<file path="src/piv_consts.svh">
// Functional notes
// Eight request latch bits; each source sets only its own bit.
// A command bit picks the fifth timer or parallel bit seven as source eight.
// Select bit 0 feeds parallel input bit seven; 1 feeds the fifth timer.
// The controller-reset command bit clears all request latches in parallel.
// Controller reset keeps transmit-empty requesting; reset bit then self-clears.
// Each vector read clears only the latch of the currently encoded source.
// Driving the vector in an acknowledge cycle also clears that request.
// Receive-ready and transmit-empty latches read as status regardless of mask.
// Latches are ANDed with mask bits, 1 enables; only results feed encoder.
// Mask D0 is first timer, D7 the eighth source; 0 masks but keeps latched.
// Pending flag is the OR of masked requests; status bit and interrupt pin.
// First timer is level 0, highest; eighth source is level 7, lowest.
// Levels 1 to 6 follow mask bit order.
// Encoder gives a three-bit level code of the highest active input.
// With no active input the level is 7, all ones.
// Vector byte holds level in bits 5..3, all other bits one.
// Drivers enable for a read at address 0303H with input status and strobe.
// Acknowledge drives the vector only when the acknowledge-enable bit is 1.
// Pending returns to 0 only once all unmasked requests are cleared.
// Fixed-call mode: processor calls 0038H without acknowledge status.
// Table mode: processor issues acknowledge, then reads one pointer byte.
// Processor forms table address from page register and pointer, D0 forced 0.
// Processor clears its vector page register on reset or power-on clear.
// Processor services while halted; hold overrides; low ready delays it.
`ifndef PIV_CONSTS_SVH
`define PIV_CONSTS_SVH

// ----------------------------------------------------------------------
// Port addresses and register fields
// ----------------------------------------------------------------------
`define PIV_PORT_STATUS   8'h00
`define PIV_PORT_COMMAND  8'h02
`define PIV_PORT_MASK     8'h03
`define PIV_PORT_VECTOR   16'h0303
`define PIV_CMD_RESET_BIT 0
`define PIV_CMD_SEL_BIT   2
`define PIV_CMD_ACK_BIT   3
`define PIV_STS_PEND_BIT  0
`define PIV_STS_RX_BIT    6
`define PIV_STS_TX_BIT    7
`define PIV_SRC_RX        4
`define PIV_SRC_TX        5
`define PIV_CMD_RESET_VAL 8'h00
`define PIV_MASK_RESET_VAL 8'h00
`define PIV_TX_ONLY       8'h20
`define PIV_IDLE_LEVEL    3'h7
`define PIV_VEC_HI        2'h3
`define PIV_VEC_LO        3'h7

`endif

</file>
<file path="src/piv_pkg.sv">
`default_nettype none

package piv_pkg;

  // Processor-side bus strobes and data, sampled on the core clock.
  typedef struct packed {
    logic [15:0] addr;
    logic [7:0]  dout;
    logic        s_inp;
    logic        s_out;
    logic        s_inta;
    logic        p_dbin;
    logic        p_wr_n;
  } piv_bus_t;

  // Request events from the nine possible sources, one-cycle pulses.
  typedef struct packed {
    logic [4:0] timer_zero;
    logic       ext_req;
    logic       receive_ready;
    logic       transmit_empty;
    logic       parallel_input_bit7;
  } piv_src_t;

endpackage : piv_pkg

`default_nettype wire

</file>
<file path="src/piv_req_latch.sv">
`default_nettype none

// ----------------------------------------------------------------------
// One request latch bit
// ----------------------------------------------------------------------
module piv_req_latch (
  input  wire logic i_core_clk,
  input  wire logic i_rst_n,
  input  wire logic i_set,
  input  wire logic i_clr,
  output logic      o_q
);
  logic q_reg;
  logic q_next;

  // A set in the clearing cycle wins so that no request is ever lost.
  always_comb
  begin
    q_next = q_reg;
    if (i_set)
      q_next = 1'b1;
    else if (i_clr)
      q_next = 1'b0;
  end

  always_ff @(posedge i_core_clk or negedge i_rst_n)
  begin
    if (!i_rst_n)
      q_reg <= 1'b0;
    else
      q_reg <= q_next;
  end

  assign o_q = q_reg;
endmodule : piv_req_latch

`default_nettype wire

</file>
<file path="src/piv_prio_enc.sv">
`include "piv_consts.svh"
`default_nettype none

// ----------------------------------------------------------------------
// Eight-level priority encoder, input 0 is the highest
// ----------------------------------------------------------------------
module piv_prio_enc (
  input  wire logic [7:0] i_req,
  output logic [2:0]      o_level,
  output logic            o_any
);
  // Scan from the lowest priority upward so the last hit is the highest.
  // Input 0 (first timer) wins over all, input 7 loses to all.
  always_comb
  begin
    o_level = `PIV_IDLE_LEVEL;
    for (int i = 7; i >= 0; i--)
    begin
      if (i_req[i])
        o_level = 3'(i);
    end
    o_any = |i_req;
  end
endmodule : piv_prio_enc

`default_nettype wire

</file>
<file path="src/piv_top.sv">
`include "piv_consts.svh"
`default_nettype none

module piv_top (
  input  wire logic             i_core_clk,
  input  wire logic             i_rst_n,
  input  wire piv_pkg::piv_bus_t i_bus,
  input  wire piv_pkg::piv_src_t i_src,
  output logic [7:0]            o_din,
  output logic                  o_din_oe,
  output logic                  o_int
);
  import piv_pkg::*;

  // ----------------------------------------------------------------------
  // Declarations
  // ----------------------------------------------------------------------
  logic [7:0] cmd_reg;
  logic [7:0] cmd_next;
  logic [7:0] mask_reg;
  logic [7:0] mask_next;
  logic       wr_q_reg;
  logic       wr_q_next;
  logic       vec_q_reg;
  logic       vec_q_next;
  logic [7:0] din_reg;
  logic [7:0] din_next;
  logic       oe_reg;
  logic       oe_next;
  logic       int_reg;
  logic       int_next;
  logic [7:0] latch;
  logic [7:0] set_vec;
  logic [7:0] clr_vec;
  logic [7:0] masked;
  logic [2:0] level;
  logic       pending;
  logic       wr_cond;
  logic       wr_edge;
  logic       rd_vec;
  logic       rd_sts;
  logic       ack_cond;
  logic       vec_edge;
  logic       ctl_rst;
  logic [7:0] vector;
  logic [7:0] status;

  // ----------------------------------------------------------------------
  // Request sources and latches
  // ----------------------------------------------------------------------
  // Source bits follow the mask order, first timer in bit 0.
  // The eighth input is chosen by the select command bit.
  always_comb
  begin
    set_vec[0] = i_src.timer_zero[0];
    set_vec[1] = i_src.timer_zero[1];
    set_vec[2] = i_src.ext_req;
    set_vec[3] = i_src.timer_zero[2];
    set_vec[4] = i_src.receive_ready;
    set_vec[5] = i_src.transmit_empty;
    set_vec[6] = i_src.timer_zero[3];
    set_vec[7] = cmd_reg[`PIV_CMD_SEL_BIT] ? i_src.timer_zero[4]
                                           : i_src.parallel_input_bit7;
    // Controller reset leaves transmit-empty requesting.
    if (ctl_rst)
      set_vec = set_vec | `PIV_TX_ONLY;
  end

  // Reset clears every bit at once; a vector hand-out clears only the
  // encoded bit, and only if that source is really requesting.
  // The same clear follows an acknowledge hand-out.
  always_comb
  begin
    clr_vec = 8'h00;
    if (vec_edge && masked[level])
      clr_vec[level] = 1'b1;
    if (ctl_rst)
      clr_vec = 8'hff;
  end

  genvar g;
  generate
    for (g = 0; g < 8; g++)
    begin : g_latch
      piv_req_latch u_latch (
        .i_core_clk (i_core_clk),
        .i_rst_n    (i_rst_n),
        .i_set      (set_vec[g]),
        .i_clr      (clr_vec[g]),
        .o_q        (latch[g])
      );
    end
  endgenerate

  // ----------------------------------------------------------------------
  // Masking, priority and vector
  // ----------------------------------------------------------------------
  // A zero mask bit only hides a request; the latch keeps it.
  assign masked  = latch & mask_reg;

  piv_prio_enc u_enc (
    .i_req   (masked),
    .o_level (level),
    .o_any   (pending)
  );

  // Restart opcode: level in bits 5..3, the rest ones.
  assign vector = {`PIV_VEC_HI, level, `PIV_VEC_LO};

  // Status shows raw serial latches and the pending flag.
  always_comb
  begin
    status = 8'h00;
    status[`PIV_STS_RX_BIT]   = latch[`PIV_SRC_RX];
    status[`PIV_STS_TX_BIT]   = latch[`PIV_SRC_TX];
    status[`PIV_STS_PEND_BIT] = pending;
  end

  // ----------------------------------------------------------------------
  // Bus decode
  // ----------------------------------------------------------------------
  // Strobes may stay asserted for many clocks, so each write, vector read or acknowledge acts once
  // on its first cycle; the latch is never cleared twice per read.
  assign wr_cond  = i_bus.s_out && !i_bus.p_wr_n;
  assign wr_edge  = wr_cond && !wr_q_reg;
  assign rd_vec   = (i_bus.addr == `PIV_PORT_VECTOR) && i_bus.s_inp &&
                    i_bus.p_dbin;
  assign rd_sts   = (i_bus.addr[7:0] == `PIV_PORT_STATUS) && i_bus.s_inp &&
                    i_bus.p_dbin;
  assign ack_cond = i_bus.s_inta && cmd_reg[`PIV_CMD_ACK_BIT];
  assign vec_edge = (rd_vec || ack_cond) && !vec_q_reg;
  assign ctl_rst  = cmd_reg[`PIV_CMD_RESET_BIT];

  // ----------------------------------------------------------------------
  // Register and output next state
  // ----------------------------------------------------------------------
  // The reset bit lives one cycle, which is all the reset work needs.
  always_comb
  begin
    cmd_next   = cmd_reg;
    cmd_next[`PIV_CMD_RESET_BIT] = 1'b0;
    mask_next  = mask_reg;
    wr_q_next  = wr_cond;
    vec_q_next = rd_vec || ack_cond;
    din_next   = din_reg;
    oe_next    = rd_vec || ack_cond || rd_sts;
    int_next   = pending;
    if (wr_edge)
    begin
      if (i_bus.addr[7:0] == `PIV_PORT_COMMAND)
        cmd_next = i_bus.dout;
      else if (i_bus.addr[7:0] == `PIV_PORT_MASK)
        mask_next = i_bus.dout;
    end
    // The vector is frozen at the first cycle, before its latch clears,
    // so the byte on the bus names the source that was serviced.
    if (vec_edge)
      din_next = vector;
    else if (rd_sts)
      din_next = status;
  end

  always_ff @(posedge i_core_clk or negedge i_rst_n)
  begin
    if (!i_rst_n)
    begin
      cmd_reg   <= `PIV_CMD_RESET_VAL;
      mask_reg  <= `PIV_MASK_RESET_VAL;
      wr_q_reg  <= 1'b0;
      vec_q_reg <= 1'b0;
      din_reg   <= 8'h00;
      oe_reg    <= 1'b0;
      int_reg   <= 1'b0;
    end
    else
    begin
      cmd_reg   <= cmd_next;
      mask_reg  <= mask_next;
      wr_q_reg  <= wr_q_next;
      vec_q_reg <= vec_q_next;
      din_reg   <= din_next;
      oe_reg    <= oe_next;
      int_reg   <= int_next;
    end
  end

  assign o_din    = din_reg;
  assign o_din_oe = oe_reg;
  assign o_int    = int_reg;
endmodule : piv_top

`default_nettype wire

</file>
<file path="config.mk">
export PLATFORM = sky130hd
export DESIGN_NAME = piv_top
export DESIGN_NICKNAME = d
export VERILOG_FILES = /design/src/piv_pkg.sv /design/src/piv_req_latch.sv /design/src/piv_prio_enc.sv /design/src/piv_top.sv
export VERILOG_INCLUDE_DIRS = /design/src /design/src/src
export SDC_FILE = /design/constraint.sdc
export NUM_CORES = 1
export LEC_CHECK = 0
export ABC_CLOCK_PERIOD_IN_PS = 1900
export BUFFER_PORTS_ARGS = -buffer_cell sky130_fd_sc_hd__clkbuf_2
export CAP_MARGIN = 15
export CORE_AREA = 5 5 64 66
export CTS_BUF_LIST = sky130_fd_sc_hd__clkbuf_16
export DETAILED_ROUTE_END_ITERATION = 10
export DIE_AREA = 0 0 69 71
export PLACE_DENSITY = 0.72
export SYNTH_ARGS = -nofsm -noshare
export SYNTH_HDL_FRONTEND = slang
export SYNTH_HIERARCHICAL = 1
export SYNTH_SLANG_ARGS = --single-unit
export TNS_END_PERCENT = 5
</file>
<file path="constraint.sdc">
create_clock -name i_core_clk -period 1.9 [get_ports i_core_clk]
set_clock_uncertainty 0.15 [all_clocks]
set_input_delay 0.475 -clock i_core_clk [delete_from_list [all_inputs] [get_ports i_core_clk]]
set_output_delay 0.475 -clock i_core_clk [all_outputs]
set_load 0.05 [all_outputs]
</file>
==> flow_summary.html, run 1 <==
<table>
<tr><th>Metric</th><th>Value</th></tr>
<tr><th colspan="2">Clock network</th></tr>
<tr><td>CTS tree</td><td>done</td></tr>
<tr><td>CTS Buffer Depth</td><td>2</td></tr>
<tr><td>Clk sink count</td><td>30</td></tr>
<tr><td>Total clock buffers created by CTS</td><td>5</td></tr>
<tr><td>CTS root buffer</td><td>sky130_fd_sc_hd__clkbuf_16</td></tr>
<tr><td># H-tree levels</td><td>2</td></tr>
<tr><td>CTS clk-pin slew, worst paths</td><td>roughly 50 ps</td></tr>
<tr><td>Later-pin clock latency in the skew report</td><td>about 270 ps</td></tr>
<tr><th colspan="2">Logic synthesis</th></tr>
<tr><td>Fraction of synthesized area in multiplexers</td><td>0.127</td></tr>
<tr><td>Number of flops mapped to enable cells by yosys</td><td>0</td></tr>
<tr><td>Ys flop type</td><td>sky130_fd_sc_hd__dfrtp_1</td></tr>
<tr><td>Count of cell types in the netlist</td><td>26</td></tr>
<tr><td>Top cells by count, synth</td><td>sky130_fd_sc_hd__dfrtp_1 (30), sky130_fd_sc_hd__inv_1 (15), sky130_fd_sc_hd__mux2_2 (11), sky130_fd_sc_hd__nand2_1 (11)</td></tr>
<tr><td>Number of nets produced by synthesis</td><td>approximately 180</td></tr>
<tr><td>Post-Syn Instances</td><td>around 140</td></tr>
<tr><td>Share of the synthesized netlist area taken by xor and xnor gates</td><td>0</td></tr>
<tr><td>Area fraction of the dominant cell type after synthesis</td><td>0.520</td></tr>
<tr><td>Average cell area after synthesis</td><td>10.5 um^2</td></tr>
<tr><td>Largest cells by area after synthesis</td><td>sky130_fd_sc_hd__dfrtp_1 (52%), sky130_fd_sc_hd__mux2_2 (8.6%), sky130_fd_sc_hd__mux2i_1 (4.2%)</td></tr>
<tr><td>Sequential area share after synthesis</td><td>0.520</td></tr>
<tr><td>Synth Register Bits</td><td>30</td></tr>
<tr><td>Cell area after synthesis</td><td>0.00144 mm^2</td></tr>
<tr><td>Count of yosys warnings during synthesis</td><td>6</td></tr>
<tr><td>Cell type with the largest total area after synthesis</td><td>sky130_fd_sc_hd__dfrtp_1</td></tr>
<tr><td>Post-synthesis share of cell area spent on and, or, nand and nor gates</td><td>0.199</td></tr>
<tr><td>Compound-Gate Fraction of Synth Area</td><td>0.0989</td></tr>
<tr><td>Synthesized-area fraction occupied by adder cells</td><td>0</td></tr>
<tr><td>Top-count cell post-synth</td><td>sky130_fd_sc_hd__dfrtp_1</td></tr>
<tr><td>Dominant combinational cell family by area after synthesis</td><td>simple AND/OR/NAND/NOR gates</td></tr>
<tr><td>Share of flip-flops with an asynchronous set or reset</td><td>1.00</td></tr>
<tr><th colspan="2">Power and ir drop</th></tr>
<tr><td>Total power</td><td>between 0.0015 and 0.002 W</td></tr>
<tr><td>Cell Pwr Density</td><td>868 mW/mm^2</td></tr>
<tr><td>VDD IR-drop max</td><td>between 0.5 and 0.6 mV</td></tr>
<tr><td>Reported leakage power</td><td>between 1 and 1.5 nW</td></tr>
<tr><th colspan="2">Route</th></tr>
<tr><td>Routed length on met3</td><td>141 um</td></tr>
<tr><td>Number of routed nets with antenna violations</td><td>0</td></tr>
<tr><td>Ratio of routed vias to standard cells</td><td>about 4.7</td></tr>
<tr><td>Iteration count of the initial detailed-routing pass</td><td>4</td></tr>
<tr><td>DRT Wirelength</td><td>3330 um</td></tr>
<tr><td>Routed WL per cell</td><td>12.8 um</td></tr>
<tr><td>Routed met2 length</td><td>roughly 1700 um</td></tr>
<tr><td>Uppermost metal layer occupied by signal nets</td><td>met4</td></tr>
<tr><td>Met1 WL</td><td>1430 um</td></tr>
<tr><td>Detailed Route Iter0 Violations</td><td>30</td></tr>
<tr><td>Overall via count from detail_route</td><td>1209</td></tr>
<tr><td>DRC viols</td><td>0</td></tr>
<tr><th colspan="2">STA</th></tr>
<tr><td>Final period util</td><td>1.01</td></tr>
<tr><td>Worst-margin pin slew</td><td>between 400 and 500 ps</td></tr>
<tr><td>Final setup vio count</td><td>1</td></tr>
<tr><td>Headroom to the max-slew limit</td><td>0.716</td></tr>
<tr><td>Hold Vio Cnt, Final</td><td>0</td></tr>
<tr><td>Worst hold slack</td><td>around 210 ps</td></tr>
<tr><td>Final Max Tran Viols</td><td>0</td></tr>
<tr><td>Worst path setup slack after routing</td><td>-18.6 ps</td></tr>
<tr><td>Setup repair after global routing missed its margin</td><td>yes</td></tr>
<tr><td>Minimum clock period after layout</td><td>about 1900 ps</td></tr>
<tr><td>Max frequency</td><td>between 0.5 and 0.6 GHz</td></tr>
<tr><th colspan="2">Global route</th></tr>
<tr><td>Remaining Overflow, GRT</td><td>0</td></tr>
<tr><td>Pin count of the biggest net entering global routing</td><td>17</td></tr>
<tr><td>Vias in the first global route</td><td>around 1200</td></tr>
<tr><td>Wire length of the first global-routing pass</td><td>approximately 5300 um</td></tr>
<tr><td>Antenna violations before repair</td><td>0</td></tr>
<tr><td>Total GRT Usage</td><td>0.136</td></tr>
<tr><th colspan="2">Placed design</th></tr>
<tr><td>Setup WS pre-CTS</td><td>-261 ps</td></tr>
<tr><td>Area after DPL</td><td>0.00188 mm^2</td></tr>
<tr><td>Number of cells after detailed placement</td><td>roughly 250</td></tr>
<tr><td>Number of port buffers</td><td>approximately 50</td></tr>
<tr><td>Final estimated routing congestion in global placement</td><td>0.868</td></tr>
<tr><td>Estimated wirelength of the detail-placed design</td><td>between 2000 and 3000 um</td></tr>
<tr><th colspan="2">Run status</th></tr>
<tr><td>Failing checks</td><td>negative setup slack</td></tr>
<tr><td>Run status</td><td>complete, but fails checks</td></tr>
<tr><th colspan="2">Die</th></tr>
<tr><td>Effective utilization at floorplan</td><td>0.409</td></tr>
<tr><td>Ports placed on the boundary</td><td>50</td></tr>
<tr><td>Die height</td><td>slightly above 70 um</td></tr>
<tr><td>Horiz. Die Dim</td><td>69 um</td></tr>
<tr><td>Row count</td><td>22</td></tr>
<tr><td>Full die area</td><td>slightly below 0.005 mm^2</td></tr>
<tr><td>Core region area</td><td>about 0.0035 mm^2</td></tr>
<tr><th colspan="2">Critical path</th></tr>
<tr><td>Cell class contributing the biggest share of worst-path delay</td><td>compound AO/OA/AOI/OAI gates</td></tr>
<tr><td>Top cell by count, worst path</td><td>sky130_fd_sc_hd__buf_4</td></tr>
<tr><td>Worst path bufs/invs</td><td>3</td></tr>
<tr><td>Critical Path Source Type</td><td>flop</td></tr>
<tr><td>Worst Setup Path Type</td><td>reg2reg</td></tr>
<tr><td>Largest stage delay on the critical path</td><td>370 ps</td></tr>
<tr><td>Cell at the slowest stage of the critical path</td><td>sky130_fd_sc_hd__dfrtp_1</td></tr>
<tr><td>CP Max Fanout</td><td>6</td></tr>
<tr><td>Arrival time of the worst setup path</td><td>between 1500 and 2000 ps</td></tr>
<tr><td>WP data required</td><td>~1900 ps</td></tr>
<tr><td>Critical path, cell by cell</td><td>and2_4 &gt; buf_4 &gt; o31a_1 &gt; buf_4 &gt; o31ai_2 &gt; inv_1 &gt; a21o_1</td></tr>
<tr><td>Critical Path End Type</td><td>flop</td></tr>
<tr><th colspan="2">Job</th></tr>
<tr><td>Max capacitance violation total</td><td>0</td></tr>
<tr><th colspan="2">Layout</th></tr>
<tr><td>Post-layout instance area</td><td>between 0.002 and 0.0025 mm^2</td></tr>
<tr><td>Number of standard cells in the layout, taps in and fillers out</td><td>260</td></tr>
<tr><td>Signed area change from the synthesized netlist to the final layout</td><td>45.3%</td></tr>
<tr><td>Final layout net count</td><td>about 250</td></tr>
<tr><td>Antenna Cells</td><td>0</td></tr>
<tr><td>Filler instances</td><td>~340</td></tr>
<tr><td>Total area of multi-input combinational cells</td><td>approximately 670 um^2</td></tr>
<tr><td>Area of all sequential standard cells</td><td>approximately 750 um^2</td></tr>
<tr><td>Fraction of layout cells with a size suffix above 1</td><td>0.476</td></tr>
<tr><th colspan="2">Worst hold path</th></tr>
<tr><td>Worst hold path class</td><td>in2reg</td></tr>
</table>
==> layout by cell type (no fill, tap or decap), drive strengths merged <==
cell type     n
nand2        11
nor2          6
mux2i         6
buf          20
a21oi         2
nor4bb        1
nand4bb       1
nor4          4
and2          8
o31a          2
clkinv        2
or2           2
o31ai         4
clkbuf       54
nor3          3
nand2b        3
a21o          8
nand3         8
and3b         1
o21ai         5
nor2b         1
nand4         2
inv          16
dfrtp        30
dlygate4sd3   1
mux2         11
==> worst reg2reg max path: stages, from the launching register on <==
cell and delay, ps:
sky130_fd_sc_hd__dfrtp_1 370, sky130_fd_sc_hd__and2_4 180, sky130_fd_sc_hd__buf_4 140, sky130_fd_sc_hd__o31a_1 360, sky130_fd_sc_hd__buf_4 170, sky130_fd_sc_hd__o31ai_2 230, sky130_fd_sc_hd__inv_1 60, sky130_fd_sc_hd__a21o_1 150
==> metal layers <==
layer	up-vias	track usage
li1	614	-
met1	558	0.168
met2	31	0.213
met3	6	0.0554
met4	0	0.0542
met5	-	0
==> power breakdown <==
part | internal [W] | leakage (nW) | total (W) | switching [W]
clock | 0.000471 | 0.0724 | 0.000722 | 0.000251
combinational | 0.000125 | 0.640 | 0.000389 | 0.000263
sequential | 0.000686 | 0.369 | 0.000709 | 0.0000226
==> timing repair <==
| item | in CTS | in global routing |
|---|---|---|
| resized for setup | 0 | 12 |
| buffers inserted | 2 | 1 |
| setup endpoints to repair | 3 | 8 |
| hold buffers | 1 | 0 |
| endpoints found under the hold margin | 15 | 0 |
==> area by class of cell <==
type,count,area share
Clock inverter,3,0.00597
Clock buffer,5,0.0597
Timing Repair Buffer,70,0.199
Inverter,15,0.0269
Sequential cell,30,0.358
Multi-Input combinational cell,89,0.321
Tap cell,48,0.0287
==> path summary, 6_finish.rpt <==
path                                                     from                                  to  slack (ps)  cells past startpoint
min in group asynchronous                             i_rst_n             mask_reg[0]$_DFFE_PN0P_         530                      2
hold reg to reg            g_latch[6].u_latch/o_q$_DFFE_PN0P_  g_latch[6].u_latch/o_q$_DFFE_PN0P_         320                      1
hold / removal                                       i_bus[0]                  wr_q_reg$_DFF_PN0_         210                      2
setup / recovery           g_latch[1].u_latch/o_q$_DFFE_PN0P_  g_latch[2].u_latch/o_q$_DFFE_PN0P_         -20                      7
max in group asynchronous                             i_rst_n                  o_din_oe$_DFF_PN0_         660                      3
setup reg to reg           g_latch[1].u_latch/o_q$_DFFE_PN0P_  g_latch[2].u_latch/o_q$_DFFE_PN0P_         -20                      7
==> per-stage QoR <==
stage / TNS [ps] / utilization
detailed placement: -2400 / 0.533
floorplan: -98.5 / -
finish: -18.6 / 0.595
global route: -735 / 0.595
global placement: -2050 / 0.533
CTS: -16.5 / 0.580
==> cell families (layout without fill, tap and decap cells) <==
group                  after synthesis  count (layout)
AND/OR/NAND/NOR                     51              51
flip-flops                          30              30
AO/OA/AOI/OAI                       21              21
buffers and inverters               18              93
multiplexers                        17              17
Power figures use the tool's default switching activity.
==> run 2: changes to the inputs <==
--- a/config.mk
+++ b/config.mk
@@ -9,10 +9,10 @@
 export ABC_CLOCK_PERIOD_IN_PS = 1900
 export BUFFER_PORTS_ARGS = -buffer_cell sky130_fd_sc_hd__clkbuf_2
 export CAP_MARGIN = 15
-export CORE_AREA = 5 5 64 66
+export CORE_AREA = 5 5 67 63
 export CTS_BUF_LIST = sky130_fd_sc_hd__clkbuf_16
 export DETAILED_ROUTE_END_ITERATION = 10
-export DIE_AREA = 0 0 69 71
+export DIE_AREA = 0 0 72 68
 export PLACE_DENSITY = 0.72
 export SYNTH_ARGS = -nofsm -noshare
 export SYNTH_HDL_FRONTEND = slang
==> flow_summary.html, run 2 (synthesis results as in run 1) <==
<table>
<tr><th>Metric</th><th>Value</th></tr>
<tr><th colspan="2">STA</th></tr>
<tr><td>Headroom to the max-slew limit</td><td>0.700</td></tr>
<tr><td>Sum of negative setup slack</td><td>0 ps</td></tr>
<tr><td>Max frequency</td><td>between 0.5 and 0.6 GHz</td></tr>
<tr><td>Setup repair after global routing missed its margin</td><td>yes</td></tr>
<tr><td>Worst-margin pin slew</td><td>450 ps</td></tr>
<tr><td>Final setup vio count</td><td>0</td></tr>
<tr><td>Hold Vio Cnt, Final</td><td>15</td></tr>
<tr><td>Final period util</td><td>0.999</td></tr>
<tr><td>Final Max Tran Viols</td><td>0</td></tr>
<tr><td>Minimum clock period after layout</td><td>approximately 1900 ps</td></tr>
<tr><td>Worst hold slack</td><td>-13.3 ps</td></tr>
<tr><th colspan="2">Critical path</th></tr>
<tr><td>Startpoint of the worst register-to-register path</td><td>g_latch[4].u_latch/o_q$_DFFE_PN0P_</td></tr>
<tr><td>Critical Path End Type</td><td>flop</td></tr>
<tr><td>Worst Setup Path Type</td><td>reg2reg</td></tr>
<tr><td>CP Max Fanout</td><td>4</td></tr>
<tr><td>Critical Path Source Type</td><td>flop</td></tr>
<tr><td>Reg-to-reg setup timing slack</td><td>around 1.7 ps</td></tr>
<tr><td>R2R Path End</td><td>g_latch[7].u_latch/o_q$_DFFE_PN0P_</td></tr>
<tr><td>Cell depth of the worst flop-to-flop path</td><td>9</td></tr>
<tr><td>Arrival time of the worst setup path</td><td>about 1900 ps</td></tr>
<tr><td>WP data required</td><td>roughly 1900 ps</td></tr>
<tr><th colspan="2">Worst hold path</th></tr>
<tr><td>Worst hold path class</td><td>in2async</td></tr>
<tr><th colspan="2">Clock network</th></tr>
<tr><td>CTS root buffer</td><td>sky130_fd_sc_hd__clkbuf_16</td></tr>
<tr><td>Later-pin clock latency in the skew report</td><td>between 200 and 300 ps</td></tr>
<tr><td>CTS Buffer Depth</td><td>2</td></tr>
<tr><td># H-tree levels</td><td>2</td></tr>
<tr><td>CTS clk-pin slew, worst paths</td><td>50 ps</td></tr>
<tr><td>CTS tree</td><td>done</td></tr>
<tr><td>Clk sink count</td><td>30</td></tr>
<tr><td>Total clock buffers created by CTS</td><td>5</td></tr>
<tr><th colspan="2">Placed design</th></tr>
<tr><td>Number of port buffers</td><td>49</td></tr>
<tr><td>Area after DPL</td><td>roughly 0.0019 mm^2</td></tr>
<tr><td>Estimated wirelength of the detail-placed design</td><td>2560 um</td></tr>
<tr><td>Final estimated routing congestion in global placement</td><td>just over 0.8</td></tr>
<tr><th colspan="2">Global route</th></tr>
<tr><td>Total GRT Usage</td><td>0.153</td></tr>
<tr><td>Vias in the first global route</td><td>1272</td></tr>
<tr><td>Gr busiest metal</td><td>met2</td></tr>
<tr><td>Pin count of the biggest net entering global routing</td><td>17</td></tr>
<tr><td>GR Layer Usage met3</td><td>0.0455</td></tr>
<tr><td>Wire length of the first global-routing pass</td><td>around 5600 um</td></tr>
<tr><td>Global-route met2 utilization</td><td>0.241</td></tr>
<tr><td>Antenna violations before repair</td><td>0</td></tr>
<tr><td>Remaining Overflow, GRT</td><td>0</td></tr>
<tr><td>Met1 demand-to-capacity share in global routing</td><td>0.187</td></tr>
<tr><th colspan="2">Die</th></tr>
<tr><td>Horiz. Die Dim</td><td>72 um</td></tr>
<tr><td>Row count</td><td>21</td></tr>
<tr><td>Effective utilization at floorplan</td><td>0.410</td></tr>
<tr><td>Core region area</td><td>0.00352 mm^2</td></tr>
<tr><td>Die height</td><td>between 60 and 70 um</td></tr>
<tr><td>Full die area</td><td>~0.0049 mm^2</td></tr>
<tr><td>Ports placed on the boundary</td><td>50</td></tr>
<tr><th colspan="2">Route</th></tr>
<tr><td>Routed WL per cell</td><td>around 13 um</td></tr>
<tr><td>DRC viols</td><td>0</td></tr>
<tr><td>DRT Wirelength</td><td>between 3000 and 4000 um</td></tr>
<tr><td>Detailed Route Iter0 Violations</td><td>a little over 40</td></tr>
<tr><td>Ratio of routed vias to standard cells</td><td>~4.8</td></tr>
<tr><td>Number of routed nets with antenna violations</td><td>0</td></tr>
<tr><td>Iteration count of the initial detailed-routing pass</td><td>4</td></tr>
<tr><td>Overall via count from detail_route</td><td>roughly 1300</td></tr>
<tr><th colspan="2">Power and ir drop</th></tr>
<tr><td>Cell Pwr Density</td><td>roughly 850 mW/mm^2</td></tr>
<tr><td>Total power</td><td>approximately 0.0018 W</td></tr>
<tr><td>VDD IR-drop max</td><td>between 0.4 and 0.5 mV</td></tr>
<tr><td>Reported leakage power</td><td>about 1.1 nW</td></tr>
<tr><th colspan="2">Layout</th></tr>
<tr><td>Total area of multi-input combinational cells</td><td>693 um^2</td></tr>
<tr><td>Top library cells by usage in the layout, fill and taps aside</td><td>sky130_fd_sc_hd__clkbuf_2 (48), sky130_fd_sc_hd__dfrtp_1 (30), sky130_fd_sc_hd__buf_4 (21), sky130_fd_sc_hd__inv_1 (15)</td></tr>
<tr><td>Fraction of layout cells with a size suffix above 1</td><td>0.521</td></tr>
<tr><td>Antenna Cells</td><td>0</td></tr>
<tr><td>Most common cell after layout, fill and taps aside</td><td>sky130_fd_sc_hd__clkbuf_2</td></tr>
<tr><td>Filler instances</td><td>316</td></tr>
<tr><td>Final core utilization</td><td>0.607</td></tr>
<tr><td>Post-layout instance area</td><td>~0.0021 mm^2</td></tr>
<tr><td>Area of all sequential standard cells</td><td>751 um^2</td></tr>
<tr><td>Final layout net count</td><td>254</td></tr>
<tr><td>Signed area change from the synthesized netlist to the final layout</td><td>48.2%</td></tr>
<tr><th colspan="2">Run status</th></tr>
<tr><td>Run status</td><td>complete, but fails checks</td></tr>
<tr><td>Failing checks</td><td>negative hold slack</td></tr>
<tr><th colspan="2">Job</th></tr>
<tr><td>Max capacitance violation total</td><td>0</td></tr>
</table>
-- run 2: how the worst max path moves through the flow --
| stage | start | endpoint | slack (ps) | depth (start not counted) |
|---|---|---|---|---|
| 3_3_place_gp | i_bus[18] | g_latch[7].u_latch/o_q$_DFFE_PN0P_ | -250 | 7 |
| 5_1_grt | g_latch[5].u_latch/o_q$_DFFE_PN0P_ | g_latch[7].u_latch/o_q$_DFFE_PN0P_ | -110 | 9 |
| 2_1_floorplan | g_latch[0].u_latch/o_q$_DFFE_PN0P_ | g_latch[4].u_latch/o_q$_DFFE_PN0P_ | -20 | 8 |
| 3_5_place_dp | i_bus[18] | g_latch[7].u_latch/o_q$_DFFE_PN0P_ | -290 | 7 |
| 6_report | g_latch[4].u_latch/o_q$_DFFE_PN0P_ | g_latch[7].u_latch/o_q$_DFFE_PN0P_ | 2 | 9 |
| 4_1_cts | i_bus[19] | g_latch[2].u_latch/o_q$_DFFE_PN0P_ | -50 | 7 |
-- run 2: cell type report --
class	instances	share of cell area
clock buffers	5	0.0585
clock inverters	1	0.00176
inverters	15	0.0263
multi-input cells	89	0.324
flip-flops and latches	30	0.351
well taps	46	0.0269
repair buffers	73	0.211
-- run 2: worst max-delay path: stages, from the launching register on --
cell and delay (ps):
sky130_fd_sc_hd__dfrtp_1 370, sky130_fd_sc_hd__and2_4 170, sky130_fd_sc_hd__nor2_2 150, sky130_fd_sc_hd__nor3_2 70
sky130_fd_sc_hd__nor3_2 130, sky130_fd_sc_hd__buf_4 160, sky130_fd_sc_hd__nand3_1 100, sky130_fd_sc_hd__o31ai_2 250
sky130_fd_sc_hd__inv_1 70, sky130_fd_sc_hd__a21o_1 150
-- run 2: timing repair --
item                                    4_1_cts  5_1_grt
hold buffers                                  0        0
endpoints found under the setup margin        3       11
pin swaps                                     6       10
gates resized for setup                       2       23
setup buffers                                 3        4
-- run 2: routing by layer --
metal | part of all wire | wire, um
met4 | 0.027 | 92
met2 | 0.48 | 1630
met5 | 0 | 0
met1 | 0.43 | 1490
met3 | 0.062 | 212
-- run 2: per-stage QoR --
step                      setup slack (ps)  cells
after detailed placement              -295    247
after CTS                            -46.6    255
after global placement                -249    247
after floorplan                      -21.8    137
after global routing                  -110    259
final                                 1.70    259
-- run 2: report_power, final --
group | switching [W] | internal [W] | leakage (nW)
registers | 0.0000238 | 0.000686 | 0.369
logic | 0.000261 | 0.000126 | 0.662
clock network | 0.000252 | 0.000463 | 0.0632
total | 0.000537 | 0.00128 | 1.09
==> run 3: changes to the inputs <==
--- a/config.mk
+++ b/config.mk
@@ -6,14 +6,15 @@
 export SDC_FILE = /design/constraint.sdc
 export NUM_CORES = 1
 export LEC_CHECK = 0
+export ABC_AREA = 1
 export ABC_CLOCK_PERIOD_IN_PS = 1900
 export BUFFER_PORTS_ARGS = -buffer_cell sky130_fd_sc_hd__clkbuf_2
 export CAP_MARGIN = 15
-export CORE_AREA = 5 5 67 63
+export CORE_AREA = 5 5 70 66
 export CTS_BUF_LIST = sky130_fd_sc_hd__clkbuf_16
 export DETAILED_ROUTE_END_ITERATION = 10
-export DIE_AREA = 0 0 72 68
-export PLACE_DENSITY = 0.72
+export DIE_AREA = 0 0 75 71
+export PLACE_DENSITY_LB_ADDON = 0.15
 export SYNTH_ARGS = -nofsm -noshare
 export SYNTH_HDL_FRONTEND = slang
 export SYNTH_HIERARCHICAL = 1
==> flow_summary.html, run 3 <==
<table>
<tr><th>Metric</th><th>Value</th></tr>
<tr><th colspan="2">Global route</th></tr>
<tr><td>Pin count of the biggest net entering global routing</td><td>31</td></tr>
<tr><td>Remaining Overflow, GRT</td><td>0</td></tr>
<tr><td>Antenna violations before repair</td><td>0</td></tr>
<tr><td>Vias in the first global route</td><td>about 1700</td></tr>
<tr><td>Total GRT Usage</td><td>0.169</td></tr>
<tr><td>Wire length of the first global-routing pass</td><td>between 7000 and 8000 um</td></tr>
<tr><th colspan="2">Logic synthesis</th></tr>
<tr><td>Number of nets produced by synthesis</td><td>roughly 270</td></tr>
<tr><td>Average cell area after synthesis</td><td>7.19 um^2</td></tr>
<tr><td>Ys flop type</td><td>sky130_fd_sc_hd__dfrtp_1</td></tr>
<tr><td>Largest cells by area after synthesis</td><td>sky130_fd_sc_hd__dfrtp_1 (45%), sky130_fd_sc_hd__nand2_1 (16%), sky130_fd_sc_hd__inv_1 (9.8%)</td></tr>
<tr><td>Top-count cell post-synth</td><td>sky130_fd_sc_hd__nand2_1</td></tr>
<tr><td>Area fraction of the dominant cell type after synthesis</td><td>0.446</td></tr>
<tr><td>Number of flops mapped to enable cells by yosys</td><td>0</td></tr>
<tr><td>Top cells by count, synth</td><td>sky130_fd_sc_hd__nand2_1 (71), sky130_fd_sc_hd__inv_1 (44), sky130_fd_sc_hd__dfrtp_1 (30)</td></tr>
<tr><td>Share of flip-flops with an asynchronous set or reset</td><td>1.00</td></tr>
<tr><td>Sequential area share after synthesis</td><td>0.446</td></tr>
<tr><td>Cell type with the largest total area after synthesis</td><td>sky130_fd_sc_hd__dfrtp_1</td></tr>
<tr><td>Synth Register Bits</td><td>30</td></tr>
<tr><td>Cell area after synthesis</td><td>around 0.0017 mm^2</td></tr>
<tr><td>Post-Syn Instances</td><td>~230</td></tr>
<tr><td>Count of yosys warnings during synthesis</td><td>6</td></tr>
<tr><td>Count of cell types in the netlist</td><td>24</td></tr>
<tr><th colspan="2">Layout</th></tr>
<tr><td>Top library cells by usage in the layout, fill and taps aside</td><td>sky130_fd_sc_hd__nand2_1 (68), sky130_fd_sc_hd__clkbuf_2 (49), sky130_fd_sc_hd__inv_1 (42), sky130_fd_sc_hd__buf_4 (40), sky130_fd_sc_hd__dfrtp_1 (30)</td></tr>
<tr><td>Antenna Cells</td><td>0</td></tr>
<tr><td>Filler instances</td><td>about 360</td></tr>
<tr><td>Most common cell after layout, fill and taps aside</td><td>sky130_fd_sc_hd__nand2_1</td></tr>
<tr><td>Final layout net count</td><td>approximately 370</td></tr>
<tr><td>Signed area change from the synthesized netlist to the final layout</td><td>45.3%</td></tr>
<tr><td>Number of standard cells in the layout, taps in and fillers out</td><td>375</td></tr>
<tr><td>Fraction of layout cells with a size suffix above 1</td><td>0.388</td></tr>
<tr><td>Post-layout instance area</td><td>about 0.0024 mm^2</td></tr>
<tr><th colspan="2">Clock network</th></tr>
<tr><td>CTS Buffer Depth</td><td>2</td></tr>
<tr><td>Clk sink count</td><td>30</td></tr>
<tr><td>CTS root buffer</td><td>sky130_fd_sc_hd__clkbuf_16</td></tr>
<tr><td># H-tree levels</td><td>2</td></tr>
<tr><td>CTS clk-pin slew, worst paths</td><td>about 50 ps</td></tr>
<tr><td>Hold-fix buffers at CTS</td><td>0</td></tr>
<tr><td>Later-pin clock latency in the skew report</td><td>270 ps</td></tr>
<tr><td>CTS tree</td><td>done</td></tr>
<tr><td>Total clock buffers created by CTS</td><td>5</td></tr>
<tr><th colspan="2">Route</th></tr>
<tr><td>Number of routed nets with antenna violations</td><td>0</td></tr>
<tr><td>DRC viols</td><td>0</td></tr>
<tr><td>Iteration count of the initial detailed-routing pass</td><td>4</td></tr>
<tr><td>Routed WL per cell</td><td>10.8 um</td></tr>
<tr><td>Ratio of routed vias to standard cells</td><td>between 4 and 5</td></tr>
<tr><td>Detailed Route Iter0 Violations</td><td>42</td></tr>
<tr><td>DRT Wirelength</td><td>slightly above 4000 um</td></tr>
<tr><td>Overall via count from detail_route</td><td>roughly 1800</td></tr>
<tr><th colspan="2">Critical path</th></tr>
<tr><td>Cell depth of the worst flop-to-flop path</td><td>17</td></tr>
<tr><td>Worst Setup Path Type</td><td>reg2reg</td></tr>
<tr><td>CP Max Fanout</td><td>8</td></tr>
<tr><td>Arrival time of the worst setup path</td><td>2190 ps</td></tr>
<tr><td>WP data required</td><td>between 1500 and 2000 ps</td></tr>
<tr><td>Critical Path Source Type</td><td>flop</td></tr>
<tr><td>Critical Path End Type</td><td>flop</td></tr>
<tr><th colspan="2">Die</th></tr>
<tr><td>Core region area</td><td>slightly below 0.004 mm^2</td></tr>
<tr><td>Full die area</td><td>0.00533 mm^2</td></tr>
<tr><td>Die height</td><td>71 um</td></tr>
<tr><td>Horiz. Die Dim</td><td>~75 um</td></tr>
<tr><td>Ports placed on the boundary</td><td>50</td></tr>
<tr><td>Effective utilization at floorplan</td><td>0.434</td></tr>
<tr><td>Row count</td><td>22</td></tr>
<tr><th colspan="2">STA</th></tr>
<tr><td>Setup repair after global routing missed its margin</td><td>yes</td></tr>
<tr><td>Final period util</td><td>1.15</td></tr>
<tr><td>Hold Vio Cnt, Final</td><td>0</td></tr>
<tr><td>Worst-margin pin slew</td><td>approximately 380 ps</td></tr>
<tr><td>Final Max Tran Viols</td><td>0</td></tr>
<tr><td>Final setup vio count</td><td>8</td></tr>
<tr><td>Worst path setup slack after routing</td><td>-280 ps</td></tr>
<tr><td>Headroom to the max-slew limit</td><td>0.749</td></tr>
<tr><td>Max frequency</td><td>about 0.46 GHz</td></tr>
<tr><td>Minimum clock period after layout</td><td>between 2000 and 2500 ps</td></tr>
<tr><th colspan="2">Placed design</th></tr>
<tr><td>Final estimated routing congestion in global placement</td><td>0.946</td></tr>
<tr><td>Number of port buffers</td><td>between 40 and 50</td></tr>
<tr><td>Estimated wirelength of the detail-placed design</td><td>about 3300 um</td></tr>
<tr><td>Number of cells after detailed placement</td><td>~370</td></tr>
<tr><td>Setup WS pre-CTS</td><td>-249 ps</td></tr>
<tr><td>Area after DPL</td><td>between 0.002 and 0.0025 mm^2</td></tr>
<tr><th colspan="2">Power and ir drop</th></tr>
<tr><td>VDD IR-drop max</td><td>0.545 mV</td></tr>
<tr><td>Cell Pwr Density</td><td>approximately 770 mW/mm^2</td></tr>
<tr><td>Reported leakage power</td><td>about 1.5 nW</td></tr>
<tr><th colspan="2">Job</th></tr>
<tr><td>Max capacitance violation total</td><td>0</td></tr>
<tr><th colspan="2">Run status</th></tr>
<tr><td>Failing checks</td><td>negative setup slack</td></tr>
<tr><td>Run status</td><td>complete, but fails checks</td></tr>
<tr><th colspan="2">Worst hold path</th></tr>
<tr><td>Worst hold path class</td><td>in2async</td></tr>
</table>
[run 3: changes by cell type in the layout (fill, tap and decap cells not counted), moves of 8 or more]
cell,change
sky130_fd_sc_hd__nand2_1,+57
sky130_fd_sc_hd__inv_1,+27
sky130_fd_sc_hd__buf_4,+19
sky130_fd_sc_hd__nand3_1,+18
sky130_fd_sc_hd__nor2_1,+16
sky130_fd_sc_hd__mux2_2,-10
sky130_fd_sc_hd__inv_2,+9
sky130_fd_sc_hd__a21o_1,-8
[run 3: final timing paths]
kind / start / endpoint / slack (ps)
worst max register to register: g_latch[3].u_latch/o_q$_DFFE_PN0P_ / g_latch[4].u_latch/o_q$_DFFE_PN0P_ / -280
worst min register to register: g_latch[2].u_latch/o_q$_DFFE_PN0P_ / g_latch[2].u_latch/o_q$_DFFE_PN0P_ / 320
worst min-delay path: i_rst_n / vec_q_reg$_DFF_PN0_ / 60
max in group asynchronous: i_rst_n / g_latch[3].u_latch/o_q$_DFFE_PN0P_ / 1260
worst max-delay path: g_latch[3].u_latch/o_q$_DFFE_PN0P_ / g_latch[4].u_latch/o_q$_DFFE_PN0P_ / -280
min in group i_core_clk: i_src[3] / g_latch[2].u_latch/o_q$_DFFE_PN0P_ / 250
[run 3: layout make-up]
class | count | area [um^2] | area share
Tap cell | 48 | 60.1 | 0.0246
Clock inverter | 3 | 12.5 | 0.00512
Multi-Input combinational cell | 150 | 763 | 0.312
Sequential cell | 30 | 751 | 0.307
Clock buffer | 5 | 125 | 0.0512
Inverter | 50 | 188 | 0.0768
Timing Repair Buffer | 89 | 546 | 0.223
[run 3: cell families after synthesis]
family,synth area share
flops,0.446
simple gates,0.376
compound gates,0.0416
mux,0.00669
buf+inv,0.129
[run 3: layer usage]
metal  wire length, um  vias to the layer above  track usage
met3               212                        2       0.0455
met5                 0                        -            0
met2              2000                       37        0.284
li1                  -                      904            -
met1              1810                      807        0.211
met4                19                        0       0.0435
[run 3: where the power goes]
part	switching [W]	leakage [nW]	total (W)	internal [W]
Combinational	0.000314	1.04	0.000458	0.000144
Clock	0.000243	0.0724	0.000714	0.000471
Sequential	0.0000236	0.369	0.000710	0.000687
[run 3: worst max-delay path, stage by stage (launching register included)]
cell and delay, ps:
sky130_fd_sc_hd__dfrtp_1 370, sky130_fd_sc_hd__nand2_1 70, sky130_fd_sc_hd__inv_1 60, sky130_fd_sc_hd__inv_2 60, sky130_fd_sc_hd__nand2_2 50, sky130_fd_sc_hd__a21oi_1 160
sky130_fd_sc_hd__nor3_2 90, sky130_fd_sc_hd__buf_4 150, sky130_fd_sc_hd__nand3_1 120, sky130_fd_sc_hd__nor2_1 50, sky130_fd_sc_hd__a21oi_1 140, sky130_fd_sc_hd__nand2_2 90
sky130_fd_sc_hd__nor2_4 190, sky130_fd_sc_hd__nand3_1 110, sky130_fd_sc_hd__nand2_1 80, sky130_fd_sc_hd__inv_1 40, sky130_fd_sc_hd__nand2_1 40, sky130_fd_sc_hd__nand2_1 40
[run 3: through the flow]
step	hold slack, ps	TNS (ps)	total power (W)	utilization
after floorplan	29.4	-242	0.00102	-
after detailed placement	312	-1840	0.00117	0.584
after global routing	93.7	-4070	0.00198	0.630
final	60.8	-2110	0.00188	0.630
after global placement	304	-1680	0.00117	0.584
after CTS	71.4	-1870	0.00190	0.623
[run 3: what timing repair did]
item,in CTS,in global routing
gates cloned,0,0
pin swaps,2,4
buffers inserted,0,1
endpoints found under the setup margin,8,8
gates resized for setup,3,8
